File: config.mk
export PLATFORM = sky130hd
export DESIGN_NAME = dtm_ctrl
export DESIGN_NICKNAME = d
export VERILOG_FILES = /design/src/hw/dtm_pkg.sv /design/src/hw/dtm_ctrl.sv
export SDC_FILE = /design/constraint.sdc
export NUM_CORES = 1
export LEC_CHECK = 0
export ABC_CLOCK_PERIOD_IN_PS = 3450
export BUFFER_PORTS_ARGS = -buffer_cell sky130_fd_sc_hd__buf_2
export CELL_PAD_IN_SITES_DETAIL_PLACEMENT = 0
export CELL_PAD_IN_SITES_GLOBAL_PLACEMENT = 1
export CORE_ASPECT_RATIO = 1.4
export CORE_MARGIN = 1.5
export CORE_UTILIZATION = 42
export DETAILED_ROUTE_END_ITERATION = 10
export PLACE_DENSITY = 0.79
export SLEW_MARGIN = 20
export SYNTH_ARGS = -nofsm -noshare
export SYNTH_HDL_FRONTEND = slang
export SYNTH_SLANG_ARGS = --single-unit
File: constraint.sdc
create_clock -name CLK_SYS_I -period 3.45 [get_ports CLK_SYS_I]
set_input_delay 0.69 -clock CLK_SYS_I [delete_from_list [all_inputs] [get_ports CLK_SYS_I]]
set_output_delay 0.69 -clock CLK_SYS_I [all_outputs]
set_load 0.05 [all_outputs]
File: src/hw/dtm_pkg.sv
// constants, register map and shared types of the two-channel temperature monitor
//
// Overview of operation
// (RULE_01) reset pin high restores every register default
// (RULE_02) overtemp alarm is active-low open drain
// (RULE_03) overtemp alarm when temperature exceeds its limit
// (RULE_04) alert output is active-low open drain
// (RULE_05) interrupt-select high: standard latched alert behaviour
// (RULE_06) interrupt-select low: comparator alert on remote
// (RULE_07) comparator alert clears in limits, mask permitting
// (RULE_08) hardware standby stops conversions, keeps registers
// (RULE_09) source select: high remote, low local, open both
// (RULE_10) legacy result is sign plus seven bits
// (RULE_11) extended remote resolution only slow or one-shot
// (RULE_12) readings clamp at zero degrees by default
// (RULE_13) configuration bit 3 extends range to -64
// (RULE_14) each channel integrates for 60 ms
// (RULE_15) sequence converts local then remote, always both
// (RULE_16) auto conversions while run/stop zero, plus one-shot
// (RULE_17) busy flag set for the whole sequence
// (RULE_18) results update only after both channels finish
// (RULE_19) configuration bit 5 selects remote sensor type
// (RULE_20) address select pins latched once after power-up
// (RULE_21) run/stop one enters software standby
// (RULE_22) one-shot ignored in hardware, honoured in software standby
// (RULE_23) three-level source select decoded and held stable
// (RULE_24) above 4 Hz remote reported in legacy format
package dtm_pkg;

	// byte offsets of the register words
	localparam logic [5:0] REG_CONFIG = 6'h00;
	localparam logic [5:0] REG_RATE = 6'h04;
	localparam logic [5:0] REG_ONESHOT = 6'h08;
	localparam logic [5:0] REG_STATUS = 6'h0C;
	localparam logic [5:0] REG_LOC_TEMP = 6'h10;
	localparam logic [5:0] REG_REM_TEMP = 6'h14;
	localparam logic [5:0] REG_LOC_HIGH = 6'h18;
	localparam logic [5:0] REG_LOC_LOW = 6'h1C;
	localparam logic [5:0] REG_REM_HIGH = 6'h20;
	localparam logic [5:0] REG_REM_LOW = 6'h24;
	localparam logic [5:0] REG_LOC_OVT = 6'h28;
	localparam logic [5:0] REG_REM_OVT = 6'h2C;
	localparam logic [5:0] REG_ADDR = 6'h30;

	// status field positions
	localparam int ST_BUSY_BIT = 7;
	localparam int ST_FLAG_LSB = 3;
	localparam int ST_LOVT_BIT = 1;
	localparam int ST_ROVT_BIT = 0;

	// reset values
	localparam logic [7:0] CONFIG_RST = 8'h00;
	localparam logic [2:0] RATE_RST = 3'h5;
	localparam logic [7:0] HIGH_RST = 8'h46;
	localparam logic [7:0] LOW_RST = 8'h00;
	localparam logic [10:0] TEMP_RST = 11'h000;
	// strap-selected overtemp defaults, index {strap_hi, strap_lo}
	localparam logic [31:0] OVT_DEF_TABLE = 32'h6E645A50;

	// conversion rate codes: code k gives 2^k/16 Hz
	localparam logic [2:0] RATE_EXT_MAX = 3'h6;
	// clamp floors in eighths of a degree
	localparam logic [10:0] FLOOR_DEF = 11'h000;
	localparam logic [10:0] FLOOR_EXT = 11'h600;

	// timing
	localparam longint CLK_HZ = 100000000;
	localparam longint INTEG_MS = 60;
	localparam longint INTEG_CYC = INTEG_MS * CLK_HZ / 1000;
	localparam longint BASE_PERIOD_MS = 16000;
	localparam longint BASE_PERIOD_CYC = BASE_PERIOD_MS * CLK_HZ / 1000;
	localparam logic [1:0] STRAP_SETTLE = 2'h3;

	// configuration byte layout
	typedef struct packed {
		logic alert_mask; // bit 7
		logic run_stop; // bit 6
		logic sens_type; // bit 5
		logic rsvd4;
		logic ext_range; // bit 3
		logic ext_res; // bit 2
		logic [1:0] rsvd;
	} dtm_cfg_s;

	// decoded overtemp source
	typedef enum logic [1:0] {SRC_LOCAL, SRC_REMOTE, SRC_BOTH} dtm_src_e;

	// conversion sequencer
	typedef enum logic [1:0] {SQ_IDLE, SQ_LOCAL, SQ_REMOTE} dtm_seq_e;

endpackage

File: src/hw/dtm_ctrl.sv
// control logic of the two-channel temperature monitor with avalon-mm registers
`timescale 1ns/100ps
module dtm_ctrl #(
	parameter int unsigned INTEG_CYCLES = 32'(dtm_pkg::INTEG_CYC),
	parameter int unsigned BASE_PERIOD_CYCLES = 32'(dtm_pkg::BASE_PERIOD_CYC)
) (
	input wire logic CLK_SYS_I,
	input wire logic RSTN_I,
	// avalon-mm slave
	input wire logic [5:0] AVS_ADDRESS_I,
	input wire logic AVS_READ_I,
	input wire logic AVS_WRITE_I,
	input wire logic [31:0] AVS_WRITEDATA_I,
	input wire logic [3:0] AVS_BYTEENABLE_I,
	output logic [31:0] AVS_READDATA_O,
	output logic AVS_WAITREQUEST_O,
	// pins, asynchronous to the clock
	input wire logic RESET_PIN_I,
	input wire logic HW_STANDBY_N_I,
	input wire logic INT_SEL_I,
	input wire logic [1:0] ALARM_SOURCE_SELECT_I,
	input wire logic ADDR_SELECT_LO_I,
	input wire logic ADDR_SELECT_HI_I,
	input wire logic DEFAULT_LIMIT_STRAP_LO_I,
	input wire logic DEFAULT_LIMIT_STRAP_HI_I,
	// open-drain alarms
	output logic OVERTEMP_ALARM_N_O,
	output logic OVERTEMP_ALARM_N_OE_O,
	output logic ALERT_N_O,
	output logic ALERT_N_OE_O,
	// converter front end, same clock
	input wire logic [10:0] ADC_DATA_I,
	output logic ADC_CONV_O,
	output logic ADC_CHAN_O,
	output logic ADC_SENSOR_TYPE_O,
	output logic [1:0] SLAVE_ADDR_O
);

	// whole module state
	typedef struct packed {
		logic [1:0] rst_s; // reset pin synchroniser
		logic [1:0] hw_standby_n_s; // standby pin synchroniser
		logic [1:0] isel_s; // interrupt-select synchroniser
		logic [1:0] src_a; // source select, first stage
		logic [1:0] src_b; // source select, second stage
		logic [1:0] src_prev; // previous second-stage sample, not decoded
		dtm_pkg::dtm_src_e src_sel; // held source selection
		logic [3:0] strap_a; // straps, first stage
		logic [3:0] strap_b; // straps, second stage
		logic [1:0] boot_cnt; // settle count after reset release
		logic strap_done; // straps latched
		logic [1:0] addr; // latched bus address
		logic [1:0] crit; // latched overtemp strap
		dtm_pkg::dtm_cfg_s cfg; // configuration byte
		logic [2:0] rate; // conversion rate code
		logic [7:0] lhi;
		logic [7:0] llo;
		logic [7:0] rhi;
		logic [7:0] rlo;
		logic [7:0] lovt;
		logic [7:0] rovt;
		logic [3:0] flags; // sticky limit flags
		dtm_pkg::dtm_seq_e seq; // sequencer state
		logic one_shot; // current sequence is a one-shot
		logic [31:0] tmr; // integration timer
		logic [31:0] rate_tmr; // time to next autonomous start
		logic [7:0] loc_sh; // local result awaiting commit
		logic [7:0] loc_t; // visible local result
		logic [10:0] rem_t; // visible remote result
		logic ovt_l; // local overtemp
		logic ovt_r; // remote overtemp
		logic alrt; // alert pulled low
		logic ack; // bus answer cycle
		logic [31:0] rdata; // read data
	} dtm_state_s;

	dtm_state_s r_r;
	dtm_state_s r_nxt;

	// three-level decode of the source select pair
	function automatic dtm_pkg::dtm_src_e dec_src(input logic [1:0] v);
		case (v)
			2'h0: dec_src = dtm_pkg::SRC_LOCAL;
			2'h3: dec_src = dtm_pkg::SRC_REMOTE;
			default: dec_src = dtm_pkg::SRC_BOTH;
		endcase
	endfunction

	// clamp a raw reading to the active floor
	function automatic logic [10:0] clamp(input logic [10:0] v, input logic ext);
		logic [10:0] fl;
		fl = ext ? dtm_pkg::FLOOR_EXT : dtm_pkg::FLOOR_DEF;
		clamp = ($signed(v) < $signed(fl)) ? fl : v;
	endfunction

	logic req; // request pending on the bus
	logic wr_acc; // write takes effect this edge
	logic rd_acc; // read completes this edge
	logic [5:0] word; // word-aligned address
	logic pin_rst; // reset pin asserted
	logic hw_hw_standby_n; // hardware standby
	logic start; // begin a sequence
	logic start_os; // begin as one-shot
	logic [10:0] rem_new; // remote result being committed
	logic [10:0] loc_cl; // local reading after the floor clamp
	logic [3:0] set_f; // flags raised this edge
	logic [3:0] clr_f; // flags cleared by a status read
	logic rem_viol; // remote outside its window
	logic [31:0] period; // autonomous period in cycles
	logic [7:0] ovt_def; // strap default overtemp limit

	// next-state logic
	always_comb begin
		r_nxt = r_r;
		word = {AVS_ADDRESS_I[5:2], 2'h0};
		req = AVS_READ_I | AVS_WRITE_I;
		wr_acc = AVS_WRITE_I & r_r.ack;
		rd_acc = AVS_READ_I & r_r.ack;
		pin_rst = r_r.rst_s[1];
		hw_hw_standby_n = ~r_r.hw_standby_n_s[1];
		start = 1'b0;
		start_os = 1'b0;
		set_f = 4'h0;
		clr_f = 4'h0;
		rem_new = r_r.rem_t;
		// clamp into a variable first, a call result cannot be part-selected
		loc_cl = clamp(ADC_DATA_I, r_r.cfg.ext_range); // RULE_12
		period = BASE_PERIOD_CYCLES >> r_r.rate;
		ovt_def = dtm_pkg::OVT_DEF_TABLE[{r_r.crit, 3'h0} +: 8];

		// two-flop synchronisers
		r_nxt.rst_s = {r_r.rst_s[0], RESET_PIN_I};
		r_nxt.hw_standby_n_s = {r_r.hw_standby_n_s[0], HW_STANDBY_N_I};
		r_nxt.isel_s = {r_r.isel_s[0], INT_SEL_I};
		r_nxt.src_a = ALARM_SOURCE_SELECT_I;
		r_nxt.src_b = r_r.src_a;
		r_nxt.strap_a = {DEFAULT_LIMIT_STRAP_HI_I, DEFAULT_LIMIT_STRAP_LO_I,
			ADDR_SELECT_HI_I, ADDR_SELECT_LO_I};
		r_nxt.strap_b = r_r.strap_a;

		// selection only moves after two equal samples, so a pin in transit
		// between levels never flickers the alarm source
		r_nxt.src_prev = r_r.src_b;
		if (r_r.src_b == r_r.src_prev) begin // RULE_23
			r_nxt.src_sel = dec_src(r_r.src_b); // RULE_09
		end

		// straps caught once, after the synchroniser has filled
		if (!r_r.strap_done) begin
			r_nxt.boot_cnt = r_r.boot_cnt + 2'h1;
			if (r_r.boot_cnt == dtm_pkg::STRAP_SETTLE) begin
				r_nxt.strap_done = 1'b1; // RULE_20
				r_nxt.addr = r_r.strap_b[1:0]; // RULE_20
				r_nxt.crit = r_r.strap_b[3:2];
				r_nxt.lovt = dtm_pkg::OVT_DEF_TABLE[{r_r.strap_b[3:2], 3'h0} +: 8];
				r_nxt.rovt = dtm_pkg::OVT_DEF_TABLE[{r_r.strap_b[3:2], 3'h0} +: 8];
			end
		end

		// bus: one wait cycle, then the answer edge
		r_nxt.ack = req & ~r_r.ack;
		if (req && !r_r.ack) begin
			case (word)
				dtm_pkg::REG_CONFIG: r_nxt.rdata = {24'h0, r_r.cfg};
				dtm_pkg::REG_RATE: r_nxt.rdata = {29'h0, r_r.rate};
				dtm_pkg::REG_STATUS: r_nxt.rdata = {24'h0, (r_r.seq != dtm_pkg::SQ_IDLE),
					r_r.flags, 1'b0, r_r.ovt_l, r_r.ovt_r}; // RULE_17
				dtm_pkg::REG_LOC_TEMP: r_nxt.rdata = {24'h0, r_r.loc_t}; // RULE_18
				dtm_pkg::REG_REM_TEMP: r_nxt.rdata = {21'h0, r_r.rem_t}; // RULE_18
				dtm_pkg::REG_LOC_HIGH: r_nxt.rdata = {24'h0, r_r.lhi};
				dtm_pkg::REG_LOC_LOW: r_nxt.rdata = {24'h0, r_r.llo};
				dtm_pkg::REG_REM_HIGH: r_nxt.rdata = {24'h0, r_r.rhi};
				dtm_pkg::REG_REM_LOW: r_nxt.rdata = {24'h0, r_r.rlo};
				dtm_pkg::REG_LOC_OVT: r_nxt.rdata = {24'h0, r_r.lovt};
				dtm_pkg::REG_REM_OVT: r_nxt.rdata = {24'h0, r_r.rovt};
				dtm_pkg::REG_ADDR: r_nxt.rdata = {30'h0, r_r.addr};
				default: r_nxt.rdata = 32'h0; // unmapped reads zero
			endcase
		end

		// status read clears the sticky flags
		if (rd_acc && word == dtm_pkg::REG_STATUS) begin
			clr_f = 4'hF;
		end

		// register writes, low byte lane only
		if (wr_acc && AVS_BYTEENABLE_I[0]) begin
			case (word)
				dtm_pkg::REG_CONFIG: r_nxt.cfg = AVS_WRITEDATA_I[7:0]; // RULE_13 RULE_19 RULE_21
				dtm_pkg::REG_RATE: r_nxt.rate = AVS_WRITEDATA_I[2:0];
				dtm_pkg::REG_ONESHOT: start_os = ~hw_hw_standby_n; // RULE_22
				dtm_pkg::REG_LOC_HIGH: r_nxt.lhi = AVS_WRITEDATA_I[7:0];
				dtm_pkg::REG_LOC_LOW: r_nxt.llo = AVS_WRITEDATA_I[7:0];
				dtm_pkg::REG_REM_HIGH: r_nxt.rhi = AVS_WRITEDATA_I[7:0];
				dtm_pkg::REG_REM_LOW: r_nxt.rlo = AVS_WRITEDATA_I[7:0];
				dtm_pkg::REG_LOC_OVT: r_nxt.lovt = AVS_WRITEDATA_I[7:0];
				dtm_pkg::REG_REM_OVT: r_nxt.rovt = AVS_WRITEDATA_I[7:0];
				default: ; // read-only or unmapped: write dropped
			endcase
		end

		// autonomous rate timer counts down to zero and holds; autonomous starts happen only outside both standbys, one-shot starts outside hardware standby
		if (r_r.rate_tmr != 32'h0) begin
			r_nxt.rate_tmr = r_r.rate_tmr - 32'h1;
		end
		if (r_r.seq == dtm_pkg::SQ_IDLE) begin
			if (start_os) begin
				start = 1'b1; // RULE_16 RULE_22
			end else if (!hw_hw_standby_n && !r_r.cfg.run_stop && r_r.rate_tmr == 32'h0) begin
				start = 1'b1; // RULE_16 RULE_21
			end
		end

		// conversion sequencer: local first, then remote, always both
		case (r_r.seq)
			dtm_pkg::SQ_IDLE: begin
				if (start) begin
					r_nxt.seq = dtm_pkg::SQ_LOCAL; // RULE_15 RULE_17
					r_nxt.one_shot = start_os;
					r_nxt.tmr = INTEG_CYCLES - 32'h1; // RULE_14
					r_nxt.rate_tmr = period - 32'h1;
				end
			end
			dtm_pkg::SQ_LOCAL: begin
				if (r_r.tmr == 32'h0) begin
					// legacy format: sign and seven integer bits
					r_nxt.loc_sh = loc_cl[10:3]; // RULE_10 RULE_12
					r_nxt.seq = dtm_pkg::SQ_REMOTE; // RULE_15
					r_nxt.tmr = INTEG_CYCLES - 32'h1; // RULE_14
				end else begin
					r_nxt.tmr = r_r.tmr - 32'h1;
				end
			end
			dtm_pkg::SQ_REMOTE: begin
				if (r_r.tmr == 32'h0) begin
					rem_new = clamp(ADC_DATA_I, r_r.cfg.ext_range); // RULE_12 RULE_13
					// fraction kept only when slow enough or single-shot
					if (!(r_r.cfg.ext_res && (r_r.one_shot
							|| r_r.rate <= dtm_pkg::RATE_EXT_MAX))) begin // RULE_11 RULE_24
						rem_new[2:0] = 3'h0; // RULE_10
					end
					// both results become visible together
					r_nxt.loc_t = r_r.loc_sh; // RULE_18
					r_nxt.rem_t = rem_new; // RULE_18
					set_f[3] = $signed(r_r.loc_sh) > $signed(r_r.lhi);
					set_f[2] = $signed(r_r.loc_sh) < $signed(r_r.llo);
					set_f[1] = $signed(rem_new[10:3]) > $signed(r_r.rhi);
					set_f[0] = $signed(rem_new[10:3]) < $signed(r_r.rlo);
					// overtemp from the committed results
					r_nxt.ovt_l = $signed(r_r.loc_sh) > $signed(r_r.lovt); // RULE_03
					r_nxt.ovt_r = $signed(rem_new[10:3]) > $signed(r_r.rovt); // RULE_03
					r_nxt.seq = dtm_pkg::SQ_IDLE; // RULE_17
				end else begin
					r_nxt.tmr = r_r.tmr - 32'h1;
				end
			end
			default: r_nxt.seq = dtm_pkg::SQ_IDLE;
		endcase

		// hardware standby aborts a running sequence; old results stay
		if (hw_hw_standby_n && r_r.seq != dtm_pkg::SQ_IDLE) begin
			r_nxt.seq = dtm_pkg::SQ_IDLE; // RULE_08
			r_nxt.rate_tmr = 32'h0;
		end

		// set beats clear for the same edge
		r_nxt.flags = (r_r.flags & ~clr_f) | set_f;

		// alert: comparator on the remote window, or latched flags
		rem_viol = ($signed(r_r.rem_t[10:3]) > $signed(r_r.rhi))
			| ($signed(r_r.rem_t[10:3]) < $signed(r_r.rlo));
		if (!r_r.isel_s[1]) begin
			// stays low until back in limits and the mask allows release
			if (rem_viol) begin
				r_nxt.alrt = 1'b1; // RULE_06
			end else if (r_r.cfg.alert_mask) begin
				r_nxt.alrt = 1'b0; // RULE_07
			end
		end else begin
			r_nxt.alrt = (|r_nxt.flags) & ~r_r.cfg.alert_mask; // RULE_05
		end

		// reset pin: all registers back to defaults, straps kept
		if (pin_rst) begin
			r_nxt.cfg = dtm_pkg::CONFIG_RST; // RULE_01
			r_nxt.rate = dtm_pkg::RATE_RST; // RULE_01
			r_nxt.lhi = dtm_pkg::HIGH_RST;
			r_nxt.llo = dtm_pkg::LOW_RST;
			r_nxt.rhi = dtm_pkg::HIGH_RST;
			r_nxt.rlo = dtm_pkg::LOW_RST;
			r_nxt.lovt = ovt_def; // RULE_01
			r_nxt.rovt = ovt_def;
			r_nxt.flags = 4'h0;
			r_nxt.seq = dtm_pkg::SQ_IDLE;
			r_nxt.rate_tmr = 32'h0;
			r_nxt.loc_t = 8'h0;
			r_nxt.rem_t = dtm_pkg::TEMP_RST;
			r_nxt.ovt_l = 1'b0;
			r_nxt.ovt_r = 1'b0;
			r_nxt.alrt = 1'b0;
		end
	end

	// state register; async reset loads constants only
	always_ff @(posedge CLK_SYS_I or negedge RSTN_I) begin
		if (!RSTN_I) begin
			r_r <= '0;
			r_r.src_sel <= dtm_pkg::SRC_BOTH;
			r_r.hw_standby_n_s <= 2'h3;
			r_r.isel_s <= 2'h3;
			r_r.cfg <= dtm_pkg::CONFIG_RST;
			r_r.rate <= dtm_pkg::RATE_RST;
			r_r.lhi <= dtm_pkg::HIGH_RST;
			r_r.llo <= dtm_pkg::LOW_RST;
			r_r.rhi <= dtm_pkg::HIGH_RST;
			r_r.rlo <= dtm_pkg::LOW_RST;
			r_r.lovt <= dtm_pkg::OVT_DEF_TABLE[7:0];
			r_r.rovt <= dtm_pkg::OVT_DEF_TABLE[7:0];
			r_r.seq <= dtm_pkg::SQ_IDLE;
		end else begin
			r_r <= r_nxt;
		end
	end

	// bus outputs: waitrequest is combinational, data registered
	assign AVS_WAITREQUEST_O = (AVS_READ_I | AVS_WRITE_I) & ~r_r.ack;
	assign AVS_READDATA_O = r_r.rdata;

	// open drain: only ever drive low, enable while asserted
	assign OVERTEMP_ALARM_N_O = 1'b0; // RULE_02
	assign OVERTEMP_ALARM_N_OE_O = (r_r.src_sel == dtm_pkg::SRC_LOCAL) ? r_r.ovt_l
		: (r_r.src_sel == dtm_pkg::SRC_REMOTE) ? r_r.ovt_r
		: (r_r.ovt_l | r_r.ovt_r); // RULE_02 RULE_09
	assign ALERT_N_O = 1'b0; // RULE_04
	assign ALERT_N_OE_O = r_r.alrt; // RULE_04

	// converter steering
	assign ADC_CONV_O = (r_r.seq != dtm_pkg::SQ_IDLE);
	assign ADC_CHAN_O = (r_r.seq == dtm_pkg::SQ_REMOTE);
	assign ADC_SENSOR_TYPE_O = r_r.cfg.sens_type; // RULE_19
	assign SLAVE_ADDR_O = r_r.addr;

endmodule // dtm_ctrl

==> results of run 1 <==
[stage by stage]
step | hold slack, ns | std cells | total power, uW | util [%] | worst slack [ns]
2_1_floorplan | 0.3312 | 1390 | 5733 | - | 0.4141
3_3_place_gp | 0.3326 | 1759 | 6671 | 45.10 | 0.1469
3_5_place_dp | 0.3347 | 1759 | 6730 | 45.10 | 0.1103
4_1_cts | 0.1629 | 1799 | 9368 | 47.86 | 0.1375
5_1_grt | 0.1951 | 1799 | 9951 | 47.89 | 0.07589
6_report | 0.1414 | 1799 | 9323 | 47.89 | 0.3427
[flip-flops by register name, indices dropped and copies added, names as in the netlist]
register,count
AVS_READDATA_O,11
SLAVE_ADDR_O,2
ALERT_N_OE_O,1
r_nxt,11
pin_rst,1
ADC_SENSOR_TYPE_O,1
r_r,174
[layer usage]
layer	vias up	global-route usage (%)	wire, um
li1	4868	-	-
met1	5056	32.02	15020
met2	358	41.88	17760
met3	98	2.902	2141
met4	0	12.59	1915
met5	-	0	0
[layout by cell type (no fill, tap or decap), drive strengths merged, types with 14 or more instances in the layout]
cell type / instances
xnor2: 38
a21oi: 104
ha: 67
nor2: 144
buf: 100
nor3: 46
or3: 14
nor2b: 18
nand2: 139
nand3: 34
nand2b: 17
nor4: 23
dfstp: 17
mux2i: 35
conb: 23
o31ai: 14
dfrtp: 184
clkbuf: 27
xor2: 14
inv: 67
o21ai: 90
[cell families after synthesis]
| group | count (synthesis) | share of synthesized area (%) |
|---|---|---|
| other | 1 | 0.03093 |
| flip-flops | 201 | 41.67 |
| XOR/XNOR | 52 | 3.757 |
| AO/OA/AOI/OAI | 322 | 16.50 |
| buffers and inverters | 173 | 6.492 |
| multiplexers | 48 | 4.283 |
| AND/OR/NAND/NOR | 501 | 20.02 |
| adder cells (fa/ha/maj) | 70 | 7.245 |
[worst max-delay path by stage]
stage	from	endpoint	slack, ns	depth (start not counted)
6_report	r_r[88]	r_r[123]	0.34	7
4_1_cts	r_r[88]	r_r[106]	0.14	7
3_5_place_dp	ADC_DATA_I[10]	ALERT_N_OE_O	0.11	11
5_1_grt	r_r[188]	ALERT_N_OE_O	0.08	12
2_1_floorplan	ADC_DATA_I[10]	ALERT_N_OE_O	0.41	9
3_3_place_gp	ADC_DATA_I[10]	ALERT_N_OE_O	0.15	11
[repair_timing]
| item | in CTS | in global routing |
|---|---|---|
| endpoints found under the hold margin | 0 | 0 |
| hold buffers | 0 | 0 |
| resized for setup | 0 | 1 |
| endpoints found under the setup margin | 0 | 1 |
[cell usage after synthesis (5+ instances only)]
master / n / area (um2)
a31oi_1: 13 / 81.33
o22ai_1: 5 / 31.28
dfstp_2: 17 / 446.7
a22oi_1: 8 / 60.06
nor4_1: 20 / 125.1
nor2_1: 144 / 540.5
mux2i_1: 35 / 350.3
xnor2_1: 38 / 332.8
a221oi_1: 8 / 70.07
nand3_1: 33 / 165.2
o211ai_1: 12 / 90.09
mux2_2: 11 / 123.9
nand2_1: 139 / 521.8
inv_1: 66 / 247.7
or3_1: 11 / 68.82
a311oi_1: 5 / 43.79
o31ai_1: 14 / 105.1
a21o_1: 8 / 60.06
nor2b_1: 18 / 112.6
nor3_1: 46 / 230.2
xor2_1: 14 / 122.6
ha_1: 67 / 838.3
nand2b_1: 17 / 106.4
clkbuf_1: 65 / 244.0
and2_1: 9 / 56.30
or4_1: 13 / 97.59
a211oi_1: 10 / 75.07
o21ai_0: 86 / 430.4
nor3b_1: 7 / 52.55
a22o_1: 8 / 70.07
a21oi_1: 103 / 515.5
dfrtp_1: 184 / 4604
nand4_1: 11 / 68.82
buf_4: 36 / 270.3
nand3b_1: 6 / 45.04
or2_2: 5 / 31.28
[power by group]
| group | leakage, uW | internal (uW) | total [uW] | switching [uW] |
|---|---|---|---|---|
| clock | 0.000374 | 1550 | 2590 | 1050 |
| sequential | 0.00263 | 2730 | 3140 | 416 |
| combinational | 0.00304 | 1430 | 3590 | 2150 |
[layout make-up]
cell class | instances | area, um2
clock buffer | 26 | 596.8
clock inverter | 14 | 187.7
fill | 2777 | 14800
inverter | 66 | 247.7
multi-input combinational | 1016 | 6384
sequential | 201 | 5052
tap | 375 | 469.2
timing repair buffer | 101 | 666.9
==> metrics.txt, run 1 <==
outcome=finished, final reports clean; routed vias=just over 10000; initial antenna violation count=0; Synth Instances=1368; CP max FO=16; GR Overflow Total=0; DRC=0; first-pass GRT wire length=58.33 mm; GP Congestion=0.9521; IO Pins=around 110; P per Cell Area=roughly 690 mW/mm2; DP Area=0.01281 mm2; WP data required=around 3.8 ns; Setup TNS Final=0 ns; Max-cap violations=0; worst-margin pin slew=~0.99 ns; Worst R2R End=r_r[123]; IO Port Bufs=55; first drt pass iteration count=5; fin crit share=90.07%; CP top delay family=simple AND/OR/NAND/NOR gates; CTS H-tree depth=1; minimum clock period=roughly 3.1 ns; routed wire length=36.84 mm; clock slew at reported path FFs=approximately 0.070 ns; final max-slew violation count=0; layout cells sized above 1=about an eighth; clock root buffer=clkbuf_16; unrepaired setup endpoints after global routing=no; slowest CP cell=a21oi_2; Post-synth EDFFs=0; Min-Delay Path Class=in -> async; Worst Setup Start Kind=flop; Worst Path Class, Setup=reg -> reg; Post-Syn Area=0.01212 mm2; synthesized area per cell=8.862 um2; flops & latches, synth=201; Worst path max stage delay=0.62 ns; post-synth cell types=73; Pleak=0.006039 uW; Core Area=0.02841 mm2; row cnt=73; post-synthesis sequential area ratio=about two fifths; DR iter-0 viols=892; Detail Placement HPWL=26.65 mm; R2R cell count=7; critical path's most frequent cell=or3_4; All-Layer GR Usage=25.04%; Primary FF master, synth=dfrtp_1; Peak VDD IR=approximately 320 uV; antenna-violating nets left=0; Post CTS Setup Buffer Count=0; Cell Chain, Critical Path=or3_4 -> nor4_4 -> nand3_2 -> o311a_4 -> or3_4 -> a21oi_2 -> nor2_1; DIE AREA=0.02991 mm2; Area Growth Syn to Fin=12.22%; nets@finish=1542; CP bufs+invs=0; Clock Latency Late Sink=0.53 ns; Final setup viols=0; clk sinks=201; die height=roughly 200 um; Reg-to-Reg Start=r_r[88]; CTS tree=done; largest net degree at the start of global routing=67; CP Capture Type=flop; clock buffer depth=3; Final Hold Viols=0; Achievable Freq=321.8 MHz; Worst Path Arrival=3.48 ns; TritonCTS Buffers=22; ant diodes=0; Async SR Flop Fraction=100.0%; Yosys warning count=0; Setup Skew=0.01452 ns; post-route cell area=approximately 0.014 mm2; R2R setup slack=0.34 ns; Die Width=146.6 um; vias per cell=slightly below 6; starting density of the core=between 40 and 50%; WL/cell=20.48 um; max_slew headroom=33.32%; number of global-route vias before repair=about 10000
(Power assumes the default switching activity.)
==> run 2: changes to the inputs <==
- RECOVER_POWER: default -> 25
==> run 2 against run 1 <==
Effect of this change: sequential cell count did not move; the run now ends with max-capacitance violations, max-slew violations left; power barely moved; wire length grew 0.10%; register-to-register slack about the same; first-iteration DRC count down 7.4%; die area unchanged; combinational power hardly changed; clock power hardly changed; cell area shrank 0.17%; critical path type unchanged; via count about the same.
==> metrics.txt, run 2 (synthesis gave the netlist of run 1 again) <==
outcome=finished with violations; failing checks=max-capacitance violations, max-slew violations; Worst Path Class, Setup=reg -> reg; GP Congestion=approximately 0.95; final max-slew violation count=between 60 and 70; row cnt=73; Final Hold Viols=0; largest net degree at the start of global routing=between 60 and 70; IO Pins=108; Setup Skew=around 0.013 ns; commonest non-fill, non-tap cells in the layout=183 x dfrtp_1, 144 x nor2_1, 139 x nand2_1; clock root buffer=clkbuf_16; Crit path depth=12; Area Growth Syn to Fin=12.02%; Peak VDD IR=317.5 uV; DRC=0; CP top delay family=compound AO/OA/AOI/OAI gates; TritonCTS Buffers=22; critical path's most frequent cell=a211oi_1; Cell Chain, Critical Path=inv_1 -> nor2_1 -> fa_1 -> nor2b_1 -> ha_1 -> a41o_1 -> a211oi_1 -> a21oi_1 -> nor4_1 -> buf_4 -> nor3b_1 -> a211oi_1; vias per cell=5.775; initial antenna violation count=0; largest register by flop count=r_r; Worst Setup Start Kind=flop; first-pass GRT wire length=58.33 mm; nets@finish=1542; WL/cell=20.50 um; All-Layer GR Usage=25.04%; starting density of the core=42.68%; clock slew at reported path FFs=0.07 ns; Max-cap violations=1; DR iter-0 viols=approximately 830; CP max FO=8; worst-margin pin slew=1.644 ns; Min-Delay Path Class=in -> reg; leading cell type in the layout, fill and taps excluded=dfrtp_1; IO Port Bufs=55; CP Capture Type=flop; minimum clock period=3.106 ns; layout cells sized above 1=13.20%; Setup TNS Final=0 ns; ant diodes=0; fin crit share=90.02%; GR Overflow Total=0; Hold Slack=0.2611 ns; WP data required=3.89 ns; number of global-route vias before repair=between 10000 and 15000; R2R cell count=12; slowest CP cell=fa_1; Clock Latency Late Sink=0.53 ns; Post-CTS Hold Buffers=0; Detail Placement HPWL=between 20 and 30 mm; routed vias=10390; antenna-violating nets left=0; die height=204.0 um; Die Width=146.6 um; clk sinks=201; unrepaired setup endpoints after global routing=no; clock buffer depth=3; Worst path max stage delay=0.51 ns; Achievable Freq=~320 MHz; Final setup viols=0; max FFs per register=between 150 and 200; routed wire length=36.87 mm; R2R setup slack=0.34 ns; P per Cell Area=686.6 mW/mm2; Worst Path Arrival=3.54 ns; Core Area=0.02841 mm2; CTS tree=done; max_slew headroom=-9.613%; CTS H-tree depth=1; first drt pass iteration count=5; WHS Path Cells=1; DIE AREA=0.02991 mm2; Pleak=just over 0.006 uW; CP bufs+invs=2
==> run 2: through the flow <==
step	total power (uW)	cell area (um2)	setup WS (ns)	util, %	cells
after floorplan	5733	12210	0.4141	-	1390
after detailed placement	6730	12810	0.1103	45.10	1759
final	9325	13580	0.3443	47.81	1799
after global placement	6671	12810	0.1469	45.10	1759
after global routing	9948	13580	0.07589	47.81	1799
after CTS	9368	13590	0.1375	47.86	1799
==> run 2: path summary, 6_finish.rpt <==
path	startpoint	to
setup / recovery	r_r[188]	ALERT_N_OE_O
hold / removal	INT_SEL_I	r_nxt[217]
setup reg to reg	r_r[188]	ALERT_N_OE_O
hold reg to reg	r_nxt[201]	r_r[201]
max in group asynchronous	RSTN_I	r_r[109]
min in group asynchronous	RSTN_I	r_r[155]
==> run 2: cell type report <==
class / instances / area [um2]
Clock buffer: 26 / 596.8
Clock inverter: 14 / 187.7
Fill cell: 2779 / 14830
Inverter: 66 / 247.7
Multi-Input combinational cell: 1016 / 6384
Sequential cell: 201 / 5052
Tap cell: 375 / 469.2
Timing Repair Buffer: 101 / 643.1
==> run 2: power breakdown <==
group	switching (uW)	total (uW)	internal, uW
sequential	419	3150	2730
combinational	2150	3580	1430
clock	1050	2590	1550
total	3620	9320	5700
==> run 2: timing repair <==
item	4_1_cts	5_1_grt
resized for setup	0	1
buffers inserted	0	0
endpoints found under the setup margin	0	1
==> run 2: metal layers <==
metal / global-route usage [%] / wire length, um / share of wire, % / up-vias
li1: - / - / - / 4860
met2: 41.88 / 17700 / 48 / 400
met1: 32.02 / 15050 / 41 / 5031
met3: 2.902 / 2169 / 5.9 / 98
met5: 0 / 0 / 0 / -
met4: 12.59 / 1945 / 5.3 / 0
==> run 3: changes to the inputs <==
- REMOVE_ABC_BUFFERS: default -> 1
- TNS_END_PERCENT: default -> 30
==> run 3 against run 2 <==
Effect of this change: final cell count down 0.39%; sequential share of layout area up 0.36 points; clock skew fell by 0.0022 ns; utilization down 0.45 points; combinational power down 3%; non-clock buffer count shrank 7; global-route usage shrank 0.49 points; sequential cell count unchanged; power fell by 3.2%; the flow still finishes with violations (max-capacitance violations, max-slew violations); highest routed layer unchanged; sequential power about the same; critical path type unchanged.
==> metrics.txt, run 3 (synthesis gave the netlist of run 1 again) <==
outcome=finished with violations; failing checks=max-capacitance violations, max-slew violations; routed vias=10280; Die Width=about 150 um; Setup Skew=between 0.01 and 0.015 ns; CP max FO=23; layout cells sized above 1=between 10 and 15%; GR Overflow Total=0; Max-cap violations=1; Core Area=0.02841 mm2; Worst path max stage delay=0.50 ns; starting density of the core=42.68%; unrepaired setup endpoints after global routing=no; first-pass GRT wire length=roughly 57 mm; overall power=about 9000 uW; IO Port Bufs=between 50 and 60; clock buffer depth=3; Detail Placement HPWL=about 26 mm; WL/cell=20.23 um; minimum clock period=3.159 ns; CTS tree=done; Achievable Freq=~320 MHz; WP data required=slightly below 4 ns; P per Cell Area=between 600 and 700 mW/mm2; DR iter-0 viols=708; routed wire length=36.26 mm; leading cell type in the layout, fill and taps excluded=dfrtp_1; All-Layer GR Usage=24.55%; max FFs per register=174; TritonCTS Buffers=22; fin crit share=91.55%; vias per cell=approximately 5.7; Setup TNS Final=0 ns; IO Pins=108; slowest CP cell=or4_1; number of global-route vias before repair=10090; antenna-violating nets left=0; Min-Delay Path Class=in -> reg; Post CTS Setup Buffer Count=0; final max-slew violation count=41; Cell Chain, Critical Path=or3_4 -> nor4_2 -> nand2_1 -> o311a_4 -> or3_4 -> or4_1 -> a21oi_1; worst-margin pin slew=2.492 ns; nets@finish=1535; DRC=0; Pleak=roughly 0.006 uW; first drt pass iteration count=5; clock root buffer=clkbuf_16; DIE AREA=roughly 0.03 mm2; critical path's most frequent cell=or3_4; Final setup viols=0; max_slew headroom=-66.10%; post-cts resize count=0; CP bufs+invs=0; CP top delay family=simple AND/OR/NAND/NOR gates; largest net degree at the start of global routing=91; initial antenna violation count=0; CTS H-tree depth=1; CP Capture Type=flop; Clock Latency Late Sink=0.52 ns; GP Congestion=0.9513; largest register by flop count=r_r; Worst Path Arrival=3.60 ns; Worst Path Class, Setup=reg -> reg; commonest non-fill, non-tap cells in the layout=183 x dfrtp_1, 144 x nor2_1, 139 x nand2_1; Peak VDD IR=357.8 uV; Post-CTS Hold Buffers=0; Worst Setup Start Kind=flop; clock slew at reported path FFs=around 0.060 ns; die height=roughly 200 um; row cnt=73; clk sinks=201; Area Growth Syn to Fin=10.96%; Final Hold Viols=0; ant diodes=0
==> run 3: cell count changes in the layout (fill, tap and decap cells not counted) <==
cell,before,now
buf_4,43,37
clkbuf_1,2,6
bufinv_16,4,1
clkbuf_2,2,0
clkbuf_8,1,3
clkinvlp_4,4,3
inv_6,1,0
nor3_1,45,46
nor3_2,1,0
o31ai_1,13,14
o31ai_2,1,0
==> run 3: area by class of cell <==
| cell class | instances | area (um2) |
|---|---|---|
| fillers | 2744 | 14950 |
| multi-input cells | 1016 | 6374 |
| flip-flops and latches | 201 | 5052 |
| clock buffers | 31 | 635.6 |
| repair buffers | 94 | 591.8 |
| well taps | 375 | 469.2 |
| inverters | 66 | 247.7 |
| clock inverters | 9 | 81.33 |
==> run 3: layer usage <==
metal | GRT usage (%) | up-vias | share of wire [%]
met1 | 31.99 | 5054 | 43
met5 | 0 | - | 0
met3 | 3.192 | 60 | 5.1
met4 | 8.369 | 0 | 3.3
met2 | 41.98 | 320 | 49
li1 | - | 4847 | -
==> run 3: report_power, final <==
part | switching [uW] | internal (uW) | total, uW
registers | 428 | 2730 | 3160
clock network | 1010 | 1370 | 2380
logic | 2140 | 1350 | 3490
total | 3580 | 5440 | 9020
==> run 3: final timing paths <==
path,start,end,depth (start not counted),slack [ns]
max,r_r[66],r_r[107],7,0.29
min,INT_SEL_I,r_nxt[217],1,0.27
max reg2reg,r_r[66],r_r[107],7,0.29
min reg2reg,r_nxt[200],r_r[200],0,0.35
max in group asynchronous,RSTN_I,pin_rst,2,1.06
min in group asynchronous,RSTN_I,r_r[172],1,0.94
==> run 3: stage by stage <==
stage	cell area [um2]	setup WS [ns]	hold slack [ns]	std cells	util, %
after floorplan	11670	-0.2930	0.3312	1283	-
after global placement	12740	0.1869	0.3324	1752	44.87
after detailed placement	12740	0.1324	0.3355	1752	44.87
after CTS	13460	0.2863	0.1018	1792	47.39
after global routing	13450	0.09003	0.2524	1792	47.36
final	13450	0.2915	0.2656	1792	47.36
